[config.mk]
export PLATFORM = sky130hd
export DESIGN_NAME = inhibit_sync_io_control
export DESIGN_NICKNAME = d
export VERILOG_FILES = /design/src/logic/inhibit_sync_io_control.v
export VERILOG_INCLUDE_DIRS = /design/src /design/src/include
export SDC_FILE = /design/constraint.sdc
export NUM_CORES = 1
export LEC_CHECK = 0
export ABC_AREA = 1
export BUFFER_PORTS_ARGS = -buffer_cell sky130_fd_sc_hd__buf_2
export CAP_MARGIN = 25
export CELL_PAD_IN_SITES_DETAIL_PLACEMENT = 1
export CELL_PAD_IN_SITES_GLOBAL_PLACEMENT = 2
export CORE_MARGIN = 2
export CORE_UTILIZATION = 38
export CTS_BUF_LIST = sky130_fd_sc_hd__clkbuf_16
export DETAILED_ROUTE_END_ITERATION = 8
export HOLD_SLACK_MARGIN = 0.08
export PLACE_DENSITY = 0.94
export SYNTH_ARGS = -nofsm -noshare
export SYNTH_HDL_FRONTEND = slang
export SYNTH_SLANG_ARGS = --single-unit
[constraint.sdc]
create_clock -name ref_clk -period 4.6 [get_ports ref_clk]
set_input_delay 0.46 -clock ref_clk [delete_from_list [all_inputs] [get_ports ref_clk]]
set_output_delay 0.46 -clock ref_clk [all_outputs]
set_load 0.005 [all_outputs]
[src/include/inhibit_sync_regs.vh]
// Register offsets, field positions, reset values and timing for the inhibit and sync-on pins.
`ifndef INHIBIT_SYNC_REGS_VH
`define INHIBIT_SYNC_REGS_VH

// Byte offsets on the AHB-Lite bus.
`define REG_PIN_CTRL      8'h00
`define REG_COMMAND       8'h04
`define REG_STATE         8'h08
`define REG_IRQ_STATUS    8'h0c
`define REG_IRQ_MASK      8'h10
`define REG_PWM_INHIBIT   8'h14
`define REG_PWM_SYNC      8'h18

// Pin control fields; the sync pin uses the same layout shifted by CTRL_SYNC_BASE.
`define CTRL_INVERT       0
`define CTRL_FUNC         1
`define CTRL_STATIC_LO    2
`define CTRL_STATIC_HI    3
`define CTRL_LATCH        4
`define CTRL_SYNC_BASE    8
`define CTRL_WIDTH        13
`define CTRL_RESET        13'h0000

// Static output settings.
`define STATIC_ZERO       2'h0
`define STATIC_ONE        2'h1

// Command bits, write-only.
`define CMD_TURN_ON       0
`define CMD_TURN_OFF      1
`define CMD_CLEAR_TRIP    2

// State bits, read-only.
`define ST_OUTPUT_ON      0
`define ST_OUTPUT_ACTIVE  1
`define ST_LEVEL_INHIBIT  2
`define ST_TRIP_PROTECT   3
`define ST_SYNC_EMITTING  4
`define ST_INHIBIT_PIN    5
`define ST_SYNC_PIN       6

// Interrupt status and mask bits.
`define IRQ_TRIP          0
`define IRQ_SYNC_TURN_ON  1
`define IRQ_LEVEL_INHIBIT 2
`define IRQ_WIDTH         3
`define IRQ_RESET         3'h0

// PWM register: period in cycles in the low half, cycles at value 1 in the high half.
`define PWM_RESET         32'h0000_0000

// Pulse timing.
`define PULSE_LOW_NS      30000
`define CLK_FREQ_MHZ      250

`endif

[src/logic/inhibit_sync_io_control.v]
// Inhibit and sync-on control pin logic with an AHB-Lite register slave.
//
// Our own choices: the address map and register access over AHB-Lite.
`timescale 1ns/1ps
`include "inhibit_sync_regs.vh"

// Notes on behaviour
// - Each pin has an invert option reversing sense of input and output signals.
// - Static output setting drives 1, 0 or PWM with separate frequency and duty.
// - Uninverted, value 1 drives pin low and 0 high; inverted, swapped.
// - Level mode: an idle high inhibit pin leaves the output unaffected.
// - Level mode: active inhibit level zeroes actual output; on/off state stays on.
// - Level mode: releasing the inhibit level restores the output by itself.
// - While level inhibit holds output at zero, a distinct status is asserted.
// - Latch mode: a valid inhibit pulse while on switches the state off.
// - After a latch trip only a manual turn-on command re-enables output; here it is ignored until CMD_CLEAR_TRIP clears the trip flag.
// - A latch trip sets a protection flag kept until explicitly cleared.
// - Latch mode: an unconnected inhibit pin has no effect.
// - Sync-on mode: every off to on change emits a pulse on the sync pin.
// - Sync-on mode: a received pulse while on leaves the state unchanged.
// - Sync-on mode: a received pulse while off switches the state on.
// - The emitted sync pulse holds its active phase at least 30us.
module inhibit_sync_io_control #(
  parameter MIN_LOW_CYCLES = (`PULSE_LOW_NS * `CLK_FREQ_MHZ + 999) / 1000
) (
  input  wire        ref_clk,
  input  wire        resetn,
  input  wire        hsel,
  input  wire [31:0] haddr,
  input  wire [1:0]  htrans,
  input  wire        hwrite,
  input  wire [2:0]  hsize,
  input  wire [31:0] hwdata,
  input  wire        hready,
  output reg         hreadyout,
  output reg  [31:0] hrdata,
  output reg         hresp,
  input  wire        inhibitIn,
  output reg         inhibitOut,
  output reg         inhibitOe,
  input  wire        syncIn,
  output reg         syncOut,
  output reg         syncOe,
  output reg         outputOn,
  output reg         outputActive,
  output reg         levelInhibitStatus,
  output reg         tripProtectionStatus,
  output reg         irq
);

  localparam [15:0] MIN_LOW = MIN_LOW_CYCLES[15:0];

  // Software-visible state.
  reg  [`CTRL_WIDTH-1:0] pinCtrl;
  reg  [`IRQ_WIDTH-1:0]  irqStatus;
  reg  [`IRQ_WIDTH-1:0]  irqMask;
  reg  [31:0]            pwmInhibit;
  reg  [31:0]            pwmSync;

  // Bus data phase.
  reg         dataValid;
  reg         dataWrite;
  reg  [7:0]  dataAddr;
  reg         readPending;

  // Sync pulse emitter.
  reg  [15:0] emitCount;
  wire        emitting = (emitCount != 16'h0000);

  // Per-pin view: index 0 is the inhibit pin, index 1 the sync pin.
  wire [1:0]  pinIn   = {syncIn, inhibitIn};
  wire [1:0]  invert  = {pinCtrl[`CTRL_SYNC_BASE + `CTRL_INVERT], pinCtrl[`CTRL_INVERT]};
  wire [1:0]  pinActive;
  wire [1:0]  pulseSeen;
  wire [1:0]  pwmBit;
  wire [1:0]  pinLevel;

  genvar i;
  generate
    for (i = 0; i < 2; i = i + 1) begin : pinLogic
      reg  [1:0]  syncFf;
      reg  [15:0] lowCount;
      reg  [15:0] pwmCount;
      wire [31:0] pwmCfg = (i == 0) ? pwmInhibit : pwmSync;

      always @(posedge ref_clk or negedge resetn) begin
        if (!resetn) begin
          syncFf <= 2'h3;
        end else begin
          syncFf <= {syncFf[0], pinIn[i]};
        end
      end

      assign pinLevel[i]  = syncFf[1];
      // Uninverted pins are active low; invert makes the high level active.
      assign pinActive[i] = invert[i] ? syncFf[1] : ~syncFf[1];

      // Width filter: a pulse counts once its active phase reaches the minimum.
      always @(posedge ref_clk or negedge resetn) begin
        if (!resetn) begin
          lowCount <= 16'h0000;
        end else if (!pinActive[i]) begin
          lowCount <= 16'h0000;
        end else if (lowCount != MIN_LOW) begin
          lowCount <= lowCount + 16'h0001;
        end
      end

      assign pulseSeen[i] = pinActive[i] && (lowCount == MIN_LOW - 16'h0001);

      // PWM counter wraps at the programmed period; a zero period holds the count at 0.
      always @(posedge ref_clk or negedge resetn) begin
        if (!resetn) begin
          pwmCount <= 16'h0000;
        end else if (pwmCount + 16'h0001 >= pwmCfg[15:0]) begin
          pwmCount <= 16'h0000;
        end else begin
          pwmCount <= pwmCount + 16'h0001;
        end
      end

      assign pwmBit[i] = (pwmCount < pwmCfg[31:16]);
    end
  endgenerate

  // Decoded configuration.
  wire inhStatic  = pinCtrl[`CTRL_FUNC];
  wire inhLatch   = pinCtrl[`CTRL_LATCH];
  wire syncStatic = pinCtrl[`CTRL_SYNC_BASE + `CTRL_FUNC];
  wire [1:0] inhSel  = pinCtrl[`CTRL_STATIC_HI:`CTRL_STATIC_LO];
  wire [1:0] syncSel = pinCtrl[`CTRL_SYNC_BASE + `CTRL_STATIC_HI:
                               `CTRL_SYNC_BASE + `CTRL_STATIC_LO];

  // Static output values before the pin mapping.
  wire inhValue  = (inhSel == `STATIC_ZERO) ? 1'b0 :
                   (inhSel == `STATIC_ONE)  ? 1'b1 : pwmBit[0];
  wire syncValue = (syncSel == `STATIC_ZERO) ? 1'b0 :
                   (syncSel == `STATIC_ONE)  ? 1'b1 : pwmBit[1];

  // Bus decode.
  wire addrTaken = hsel && hready && htrans[1];
  wire wrActive  = dataValid && dataWrite;
  wire [31:0] wdata = hwdata;
  wire cmdWrite  = wrActive && (dataAddr == `REG_COMMAND);
  wire turnOnCmd  = cmdWrite && wdata[`CMD_TURN_ON];
  wire turnOffCmd = cmdWrite && wdata[`CMD_TURN_OFF];
  wire clearTrip  = cmdWrite && wdata[`CMD_CLEAR_TRIP];

  // Events from the pins.
  wire inhibitPulse = !inhStatic && inhLatch && pulseSeen[0];
  wire tripEvent    = inhibitPulse && outputOn;
  // Our own emitted pulse is seen on the wire, so reception waits until it ends.
  wire syncRx       = !syncStatic && !emitting && pulseSeen[1];
  wire syncTurnOn   = syncRx && !outputOn && !tripProtectionStatus;
  wire levelHold    = !inhStatic && !inhLatch && pinActive[0];

  // Next values for the on/off state and its companions.
  reg next_outputOn;
  reg next_trip;
  reg next_levelInhibit;
  reg next_outputActive;
  reg [`IRQ_WIDTH-1:0] irqEvents;
  reg [`IRQ_WIDTH-1:0] next_irqStatus;

  always @* begin
    next_outputOn = outputOn;
    if (tripEvent || turnOffCmd) begin
      next_outputOn = 1'b0;
    end else if (turnOnCmd && !tripProtectionStatus) begin
      next_outputOn = 1'b1;
    end else if (syncTurnOn) begin
      next_outputOn = 1'b1;
    end

    // Setting wins over clearing in the same cycle.
    next_trip = tripProtectionStatus;
    if (clearTrip) begin
      next_trip = 1'b0;
    end
    if (tripEvent) begin
      next_trip = 1'b1;
    end

    // Level inhibit follows the pin; the on/off state itself is untouched.
    next_levelInhibit = levelHold && next_outputOn;
    next_outputActive = next_outputOn && !next_levelInhibit;

    irqEvents = {`IRQ_WIDTH{1'b0}};
    irqEvents[`IRQ_TRIP]          = tripEvent;
    irqEvents[`IRQ_SYNC_TURN_ON]  = syncTurnOn;
    irqEvents[`IRQ_LEVEL_INHIBIT] = next_levelInhibit && !levelInhibitStatus;

    next_irqStatus = irqStatus;
    if (wrActive && (dataAddr == `REG_IRQ_STATUS)) begin
      next_irqStatus = irqStatus & ~wdata[`IRQ_WIDTH-1:0];
    end
    next_irqStatus = next_irqStatus | irqEvents;
  end

  always @(posedge ref_clk or negedge resetn) begin
    if (!resetn) begin
      outputOn             <= 1'b0;
      tripProtectionStatus <= 1'b0;
      levelInhibitStatus   <= 1'b0;
      outputActive         <= 1'b0;
      irqStatus            <= `IRQ_RESET;
      irq                  <= 1'b0;
    end else begin
      outputOn             <= next_outputOn;
      tripProtectionStatus <= next_trip;
      levelInhibitStatus   <= next_levelInhibit;
      outputActive         <= next_outputActive;
      irqStatus            <= next_irqStatus;
      irq                  <= |(next_irqStatus & irqMask);
    end
  end

  // Sync pulse emitter, started on every off to on change in sync-on mode.
  always @(posedge ref_clk or negedge resetn) begin
    if (!resetn) begin
      emitCount <= 16'h0000;
    end else if (!syncStatic && next_outputOn && !outputOn) begin
      emitCount <= MIN_LOW;
    end else if (emitting) begin
      emitCount <= emitCount - 16'h0001;
    end
  end

  // Pin drivers.
  reg next_inhibitOut;
  reg next_inhibitOe;
  reg next_syncOut;
  reg next_syncOe;

  always @* begin
    next_inhibitOut = 1'b0;
    next_inhibitOe  = 1'b0;
    if (inhStatic) begin
      next_inhibitOut = invert[0] ? inhValue : ~inhValue;
      next_inhibitOe  = 1'b1;
    end
    if (syncStatic) begin
      next_syncOut = invert[1] ? syncValue : ~syncValue;
      next_syncOe  = 1'b1;
    end else begin
      // The pin is released between pulses so a partner can drive it.
      next_syncOut = invert[1];
      next_syncOe  = emitting && !(!syncStatic && next_outputOn && !outputOn) ?
                     (emitCount != 16'h0001) : (next_outputOn && !outputOn);
    end
  end

  always @(posedge ref_clk or negedge resetn) begin
    if (!resetn) begin
      inhibitOut <= 1'b0;
      inhibitOe  <= 1'b0;
      syncOut    <= 1'b0;
      syncOe     <= 1'b0;
    end else begin
      inhibitOut <= next_inhibitOut;
      inhibitOe  <= next_inhibitOe;
      syncOut    <= next_syncOut;
      syncOe     <= next_syncOe;
    end
  end

  // Register read mux, evaluated in the read data phase so earlier writes are seen.
  reg [31:0] readData;

  always @* begin
    readData = 32'h0000_0000;
    case (dataAddr)
      `REG_PIN_CTRL: begin
        readData[`CTRL_WIDTH-1:0] = pinCtrl;
      end
      `REG_STATE: begin
        readData[`ST_OUTPUT_ON]     = outputOn;
        readData[`ST_OUTPUT_ACTIVE] = outputActive;
        readData[`ST_LEVEL_INHIBIT] = levelInhibitStatus;
        readData[`ST_TRIP_PROTECT]  = tripProtectionStatus;
        readData[`ST_SYNC_EMITTING] = emitting;
        readData[`ST_INHIBIT_PIN]   = pinLevel[0];
        readData[`ST_SYNC_PIN]      = pinLevel[1];
      end
      `REG_IRQ_STATUS: begin
        readData[`IRQ_WIDTH-1:0] = irqStatus;
      end
      `REG_IRQ_MASK: begin
        readData[`IRQ_WIDTH-1:0] = irqMask;
      end
      `REG_PWM_INHIBIT: begin
        readData = pwmInhibit;
      end
      `REG_PWM_SYNC: begin
        readData = pwmSync;
      end
      default: begin
        readData = 32'h0000_0000;
      end
    endcase
  end

  // AHB-Lite slave: writes take no wait state, reads take one.
  always @(posedge ref_clk or negedge resetn) begin
    if (!resetn) begin
      dataValid   <= 1'b0;
      dataWrite   <= 1'b0;
      dataAddr    <= 8'h00;
      readPending <= 1'b0;
      hreadyout   <= 1'b1;
      hrdata      <= 32'h0000_0000;
      hresp       <= 1'b0;
    end else begin
      hresp <= 1'b0;
      if (readPending) begin
        hrdata      <= readData;
        hreadyout   <= 1'b1;
        readPending <= 1'b0;
        dataValid   <= 1'b0;
      end else if (addrTaken) begin
        dataValid   <= 1'b1;
        dataWrite   <= hwrite;
        dataAddr    <= {haddr[7:2], 2'b00};
        readPending <= !hwrite;
        hreadyout   <= hwrite;
      end else begin
        dataValid <= 1'b0;
      end
    end
  end

  // Configuration registers written in the data phase.
  always @(posedge ref_clk or negedge resetn) begin
    if (!resetn) begin
      pinCtrl    <= `CTRL_RESET;
      irqMask    <= `IRQ_RESET;
      pwmInhibit <= `PWM_RESET;
      pwmSync    <= `PWM_RESET;
    end else if (wrActive) begin
      case (dataAddr)
        `REG_PIN_CTRL: begin
          pinCtrl <= wdata[`CTRL_WIDTH-1:0];
        end
        `REG_IRQ_MASK: begin
          irqMask <= wdata[`IRQ_WIDTH-1:0];
        end
        `REG_PWM_INHIBIT: begin
          pwmInhibit <= wdata;
        end
        `REG_PWM_SYNC: begin
          pwmSync <= wdata;
        end
        default: begin
          pinCtrl <= pinCtrl;
        end
      endcase
    end
  end

endmodule // inhibit_sync_io_control

==> run summary, run 1 <==
status - finished clean
reg-to-reg endpoint - pinLogic[0].pwmCount[2]
IO Count - 119
# diodes - 0
most instantiated library cell after synthesis - nand2_1
reg2reg start - pinLogic[0].pwmCount[1]
post-route ant nets - 0
Placeable Area - 29800 µm²
drt via density - 5.08
DR WL/cell - 16.9 µm
crit path capture type - register
Remaining DRCs - 0
Die ar. - 31800 µm²
Leakage - 7.58 nW
clk slew on worst S/H paths - 60 ps
Post-synth EDFFs - 0
CTS Buf Count - 26
die height - 178 µm
worst-skew pair later-pin latency - 530 ps
Syn Inst Count - 1446
library cells used by synthesis - 44
top_reg_cell synth - dfrtp_1
Starting DRT DRC Count - 431
measured slew at the worst slew-check pin - 850 ps
Total GRT Usage - 21.4%
Post-Route Skew - 9.35 ps
share of layout cells above drive strength 1 - 11.0%
final period demand of the worst path - 3380 ps
Syn-to-layout area delta - 15.1%
Mapped Nets - 1593
Overflow after GRT - 0
initial antenna violation count - 0
vias in the first global route - 10403
Top Family by Delay on Critical Path - simple AND/OR/NAND/NOR gates
CP most frequent cell - nand3_1
register area - 5460 µm²
max_slew headroom - 43.4%
fin util - 44.6%
die width - 178 µm
RD Place Congestion - 0.810
row count - 63
Initial Util - 38.8%
Synth warnings - 0
largest area contributor in the netlist - dfrtp_1
Synth area leaders - dfrtp_1 46%, nand2_1 9.7%, inv_1 7.9%
fillers - 3660
I/O Buffers - 87
syn avg cell area - 7.99 µm²
unrepaired setup endpoints after global routing - no
Synth top cells by count - 299 x nand2_1, 243 x inv_1, 213 x dfrtp_1, 171 x nor2_1, 133 x o21ai_0
maximum vdd drop - 259 µV
crit share post-route - 73.6%
Post-Syn Area - 11600 µm²
Root Buffer - clkbuf_16
fin. max-slew vios - 0
via count - 9898
critical path's slowest cell - nand3_1
HP Class - primary input to register
global-route wire length before repair - 54000 µm
crit-path max cell delay - 500 ps
fmax - 0.296 GHz
R2R cell count - 16
crit path cell chain - ha_1 > nand2_1 > nor3_1 > nand3_1 > inv_1 > nand3_1 > o21ai_0 > nand2_1 > ha_1 > nand2_1 > inv_1 > nand3_1 > inv_1 > a21oi_1 > nand3_1 > nor3_1
drt pass-1 iters - 5
Buf/Inv on CP - 3
Req. time, crit path - 5020 ps
Nets - 1686
CTS HTree Levels - 1
Power Dens Cells - 390 nW/µm²
hold-critical path depth - 2
postcts setup bufs - 0
final hold violation count - 0
r2r setup slk - 1220 ps
hold endpoint - readPending
MaxCap Viol Count - 0
Post-Route WL - 33000 µm
largest net degree at the start of global routing - 106
WP data arrival - 3810 ps
post-synthesis async set-or-reset flop share - 100%
synthesized flop and latch total - 218
Setup Crit Path Kind - register to register
Multi-input gate area - 4980 µm²
crit-path max FO - 16
clk sinks - 218
CTS tree - done
post-route setup TNS - 0 ps
critical path startpoint category - register
hold_sp - hwrite
Setup Viol. Count Final - 0
Seq/Total Area, Yosys - 47.3%
Max Root-Sink Buffers - 3
Detailed Place HPWL - 24100 µm
post-synth top area share - 46.1%
layout make-up:
class,instances,share of cell area [%]
flip-flops and latches,218,41.1
multi-input cells,937,37.5
inverters,258,7.30
clock buffers,27,5.08
repair buffers,98,4.12
well taps,390,3.67
clock inverters,21,1.24
cell usage in the layout (no fill, tap or decap), types with 4 or more instances in the layout:
master,count
a21oi_1,63
a221oi_1,20
a31oi_1,4
buf_2,86
buf_4,7
clkbuf_16,27
clkinv_1,9
dfrtp_1,213
dfstp_2,5
ha_1,71
inv_1,249
inv_2,13
nand2_1,298
nand2_2,11
nand3_1,54
nand4_1,16
nor2_1,171
nor3_1,24
nor4_1,4
o21ai_0,133
o22ai_1,10
xor2_1,27
cells by family after synthesis:
group / count (synthesis) / synth area share (%)
AO/OA/AOI/OAI: 246 / 11.8
XOR/XNOR: 29 / 2.20
adder cells (fa/ha/maj): 71 / 7.69
buffers and inverters: 291 / 9.62
flip-flops: 218 / 47.3
other: 1 / 0.0325
AND/OR/NAND/NOR: 590 / 21.4
worst register-to-register path, cell delays in order (launching register included):
cell and delay [ps]:
dfrtp_1 400, ha_1 190, nand2_1 110, nor3_1 300, nand3_1 110, inv_1 120, nand3_1 150, o21ai_0 250
nand2_1 110, ha_1 290, nand2_1 80, inv_1 40, nand3_1 90, inv_1 50, a21oi_1 170, nand3_1 500
nor3_1 320
through the flow:
| step | std cells | total power, mW | hold slack, ps | area, µm² | setup WS, ps |
|---|---|---|---|---|---|
| 2_1_floorplan | 1446 | 2.79 | 164 | 11600 | 1820 |
| 4_1_cts | 1949 | 5.23 | 108 | 13300 | 1200 |
| 5_1_grt | 1949 | 5.45 | 110 | 13300 | 763 |
| 3_3_place_gp | 1897 | 3.12 | 347 | 12400 | 1400 |
| 3_5_place_dp | 1898 | 3.17 | 347 | 12400 | 1250 |
| 6_report | 1949 | 5.18 | 125 | 13300 | 1220 |
per-layer routing:
| metal | share of wire (%) | GRT usage [%] | up-vias |
|---|---|---|---|
| met5 | 0 | 0 | - |
| met4 | 2.8 | 6.06 | 0 |
| met3 | 2.5 | 2.24 | 54 |
| met2 | 49 | 37.4 | 122 |
| met1 | 45 | 28.1 | 4927 |
| li1 | - | - | 4795 |
flip-flops by register name (all words and copies together), names as in the netlist, 3 cells and up:
register	cells
irqMask	3
dataAddr	6
pinLogic.pwmCount	32
pinLogic.pwmCfg	64
hrdata	32
pinLogic.lowCount	32
irqStatus	3
pinLogic.syncFf	4
emitCount	16
pinCtrl	13
repair_timing:
action                    in CTS  in global routing
hold buffers                   3                  0
resized for setup              0                  0
hold endpoints to repair     103                  0
worst max-delay path by stage:
| stage | from | end | depth (start not counted) |
|---|---|---|---|
| after floorplan | pinLogic[0].pwmCount[0] | pinLogic[0].pwmCount[0] | 17 |
| after global placement | pinLogic[0].pwmCount[0] | pinLogic[0].pwmCount[2] | 16 |
| after detailed placement | pinLogic[0].pwmCount[1] | pinLogic[0].pwmCount[2] | 16 |
| after CTS | pinLogic[0].pwmCount[1] | pinLogic[0].pwmCount[2] | 16 |
| after global routing | pinLogic[0].pwmCount[1] | pinLogic[0].pwmCount[2] | 16 |
| final | pinLogic[0].pwmCount[1] | pinLogic[0].pwmCount[2] | 16 |
report_power, final:
part / internal (mW) / switching (mW) / total, mW
logic: 0.282 / 0.509 / 0.791
clock network: 1.22 / 0.820 / 2.04
registers: 2.16 / 0.189 / 2.35
total: 3.66 / 1.52 / 5.18
Power figures use the tool's default switching activity.
==> run 2: changes to the inputs <==
Settings changed: CORE_UTILIZATION 38 to 32, PLACE_DENSITY 0.94 to 0.86.
Clock period 4.6 ns to 2.7 ns, I/O delays scaled along.
==> run 2 against run 1 <==
Against the previous run: largest cell class is now multi-input gates; clock-buffer cell count unchanged; sequential power increased by 71%; setup slack got worse by 1300 ps; clock skew increased by 12 ps; combinational power increased by 85%; final area is 11% higher; critical path depth unchanged; critical endpoint is now pinLogic[1].pwmCount[4]; wire length rose by 7.9%; the flow now finishes with violations (setup timing).
==> run summary, run 2 (synthesized netlist as in run 1, its figures left out) <==
CTS Buf Count - 27
measured slew at the worst slew-check pin - 1010 ps
Initial Util - 32.5%
Post-Route Skew - 21.5 ps
Post-Route WL - 35600 µm
Nets - 1781
maximum vdd drop - 408 µV
Fin Hold WS - 169 ps
clk sinks - 218
Req. time, crit path - 3150 ps
largest net degree at the start of global routing - 86
CTS HTree Levels - 1
Die ar. - 37600 µm²
RD Place Congestion - 0.804
Total Power - 8.83 mW
initial antenna violation count - 0
unrepaired setup endpoints after global routing - yes
commonest non-fill, non-tap cell in the layout - nand2_1
vias in the first global route - 10782
crit path cell chain - ha_2 > nand2_2 > nor2_4 > nand3_4 > nor2_4 > nand2_2 > buf_4 > xor2_4 > inv_1 > ha_1 > nand2_4 > nor3_4 > nand2_1 > nand3_4 > clkbuf_16 > nor2_2
Placed Area - 12800 µm²
drt pass-1 iters - 5
crit-path max cell delay - 400 ps
global-route wire length before repair - 56700 µm
final setup margin - -74.6 ps
via count - 10275
# diodes - 0
row count - 69
Overflow after GRT - 0
DR WL/cell - 16.8 µm
share of layout cells above drive strength 1 - 19.3%
Syn-to-layout area delta - 28.2%
critical path startpoint category - register
fmax - 0.360 GHz
most frequent cells in the layout - 283 x nand2_1, 240 x inv_1, 212 x dfrtp_1
IO Count - 119
drt via density - 4.86
Detailed Place HPWL - 25000 µm
clk slew on worst S/H paths - 60 ps
crit share post-route - 103%
crit path capture type - register
crit-path max FO - 8
I/O Buffers - 87
Remaining DRCs - 0
Root Buffer - clkbuf_16
critical path's slowest cell - dfrtp_1
fin. max-slew vios - 0
CTS tree - done
Setup Crit Path Kind - register to register
Leakage - 8.09 nW
die width - 194 µm
MaxCap Viol Count - 0
final period demand of the worst path - 2770 ps
worst-skew pair later-pin latency - 570 ps
number of flip-flops in the largest register - 64
Starting DRT DRC Count - 448
max_slew headroom - 32.4%
Setup Viol. Count Final - 21
WP data arrival - 3220 ps
status - finished with violations
Placeable Area - 35600 µm²
fillers - 4283
die height - 194 µm
Power Dens Cells - 596 nW/µm²
failing checks - setup timing
Total GRT Usage - 18.5%
Max Root-Sink Buffers - 3
finished layout cell area - 14800 µm²
final hold violation count - 0
post-route ant nets - 0
HP Class - primary input to register
[run 2: final timing paths]
kind,slack (ps),cells past startpoint,to,from
min in group asynchronous,310,2,pinLogic[1].lowCount[10],resetn
min,170,4,dataValid,htrans[1]
max in group asynchronous,1600,3,pinLogic[0].syncFf[0],resetn
min reg2reg,360,0,pinLogic[1].syncFf[1],pinLogic[1].syncFf[0]
max,-70,16,pinLogic[1].pwmCount[4],pinLogic[1].pwmCount[1]
max reg2reg,-70,16,pinLogic[1].pwmCount[4],pinLogic[1].pwmCount[1]
[run 2: critical path: cells and delay by family (launching register included)]
kind / cells / cell delay, ps
DFF: 1 / 400
buffers and inverters: 3 / 450
adders and majority gates: 2 / 540
xor gates and xnor gates: 1 / 170
and+or+nand+nor: 10 / 1100
[run 2: power by group]
group / switching, mW / total [mW] / internal [mW]
combinational: 0.896 / 1.46 / 0.560
clock: 1.46 / 3.36 / 1.91
sequential: 0.334 / 4.01 / 3.68
[run 2: cell type report]
type	instances	area, µm²	share of cell area, %
Sequential cell	218	5460	36.9
Timing Repair Buffer	192	1460	9.87
Inverter	258	971	6.56
Clock inverter	21	133	0.895
Clock buffer	27	676	4.56
Tap cell	461	577	3.89
Multi-Input combinational cell	937	5530	37.3
[run 2: per-stage QoR]
step,setup TNS (ps),util [%],std cells,worst slack [ps]
4_1_cts,0,39.8,2100,2.09
3_3_place_gp,-925,36.1,2005,-66.7
3_5_place_dp,-3350,36.1,2005,-133
2_1_floorplan,0,-,1446,2.73
5_1_grt,-5780,41.6,2114,-218
6_report,-933,41.6,2114,-74.6
[run 2: repair_timing]
action / 4_1_cts / 5_1_grt
endpoints found under the hold margin: 159 / 0
gates resized for setup: 10 / 118
pin swaps: 5 / 41
endpoints found under the setup margin: 32 / 32
cloned: 0 / 2
buffers inserted: 3 / 12
hold buffers: 44 / 0
[run 2: routing by layer]
| metal | up-vias | track usage (%) | part of all wire [%] |
|---|---|---|---|
| li1 | 4988 | - | - |
| met1 | 5102 | 24.2 | 45 |
| met2 | 133 | 32.2 | 50 |
| met4 | 0 | 4.91 | 2.3 |
| met3 | 52 | 2.42 | 3.0 |
| met5 | - | 0 | 0 |
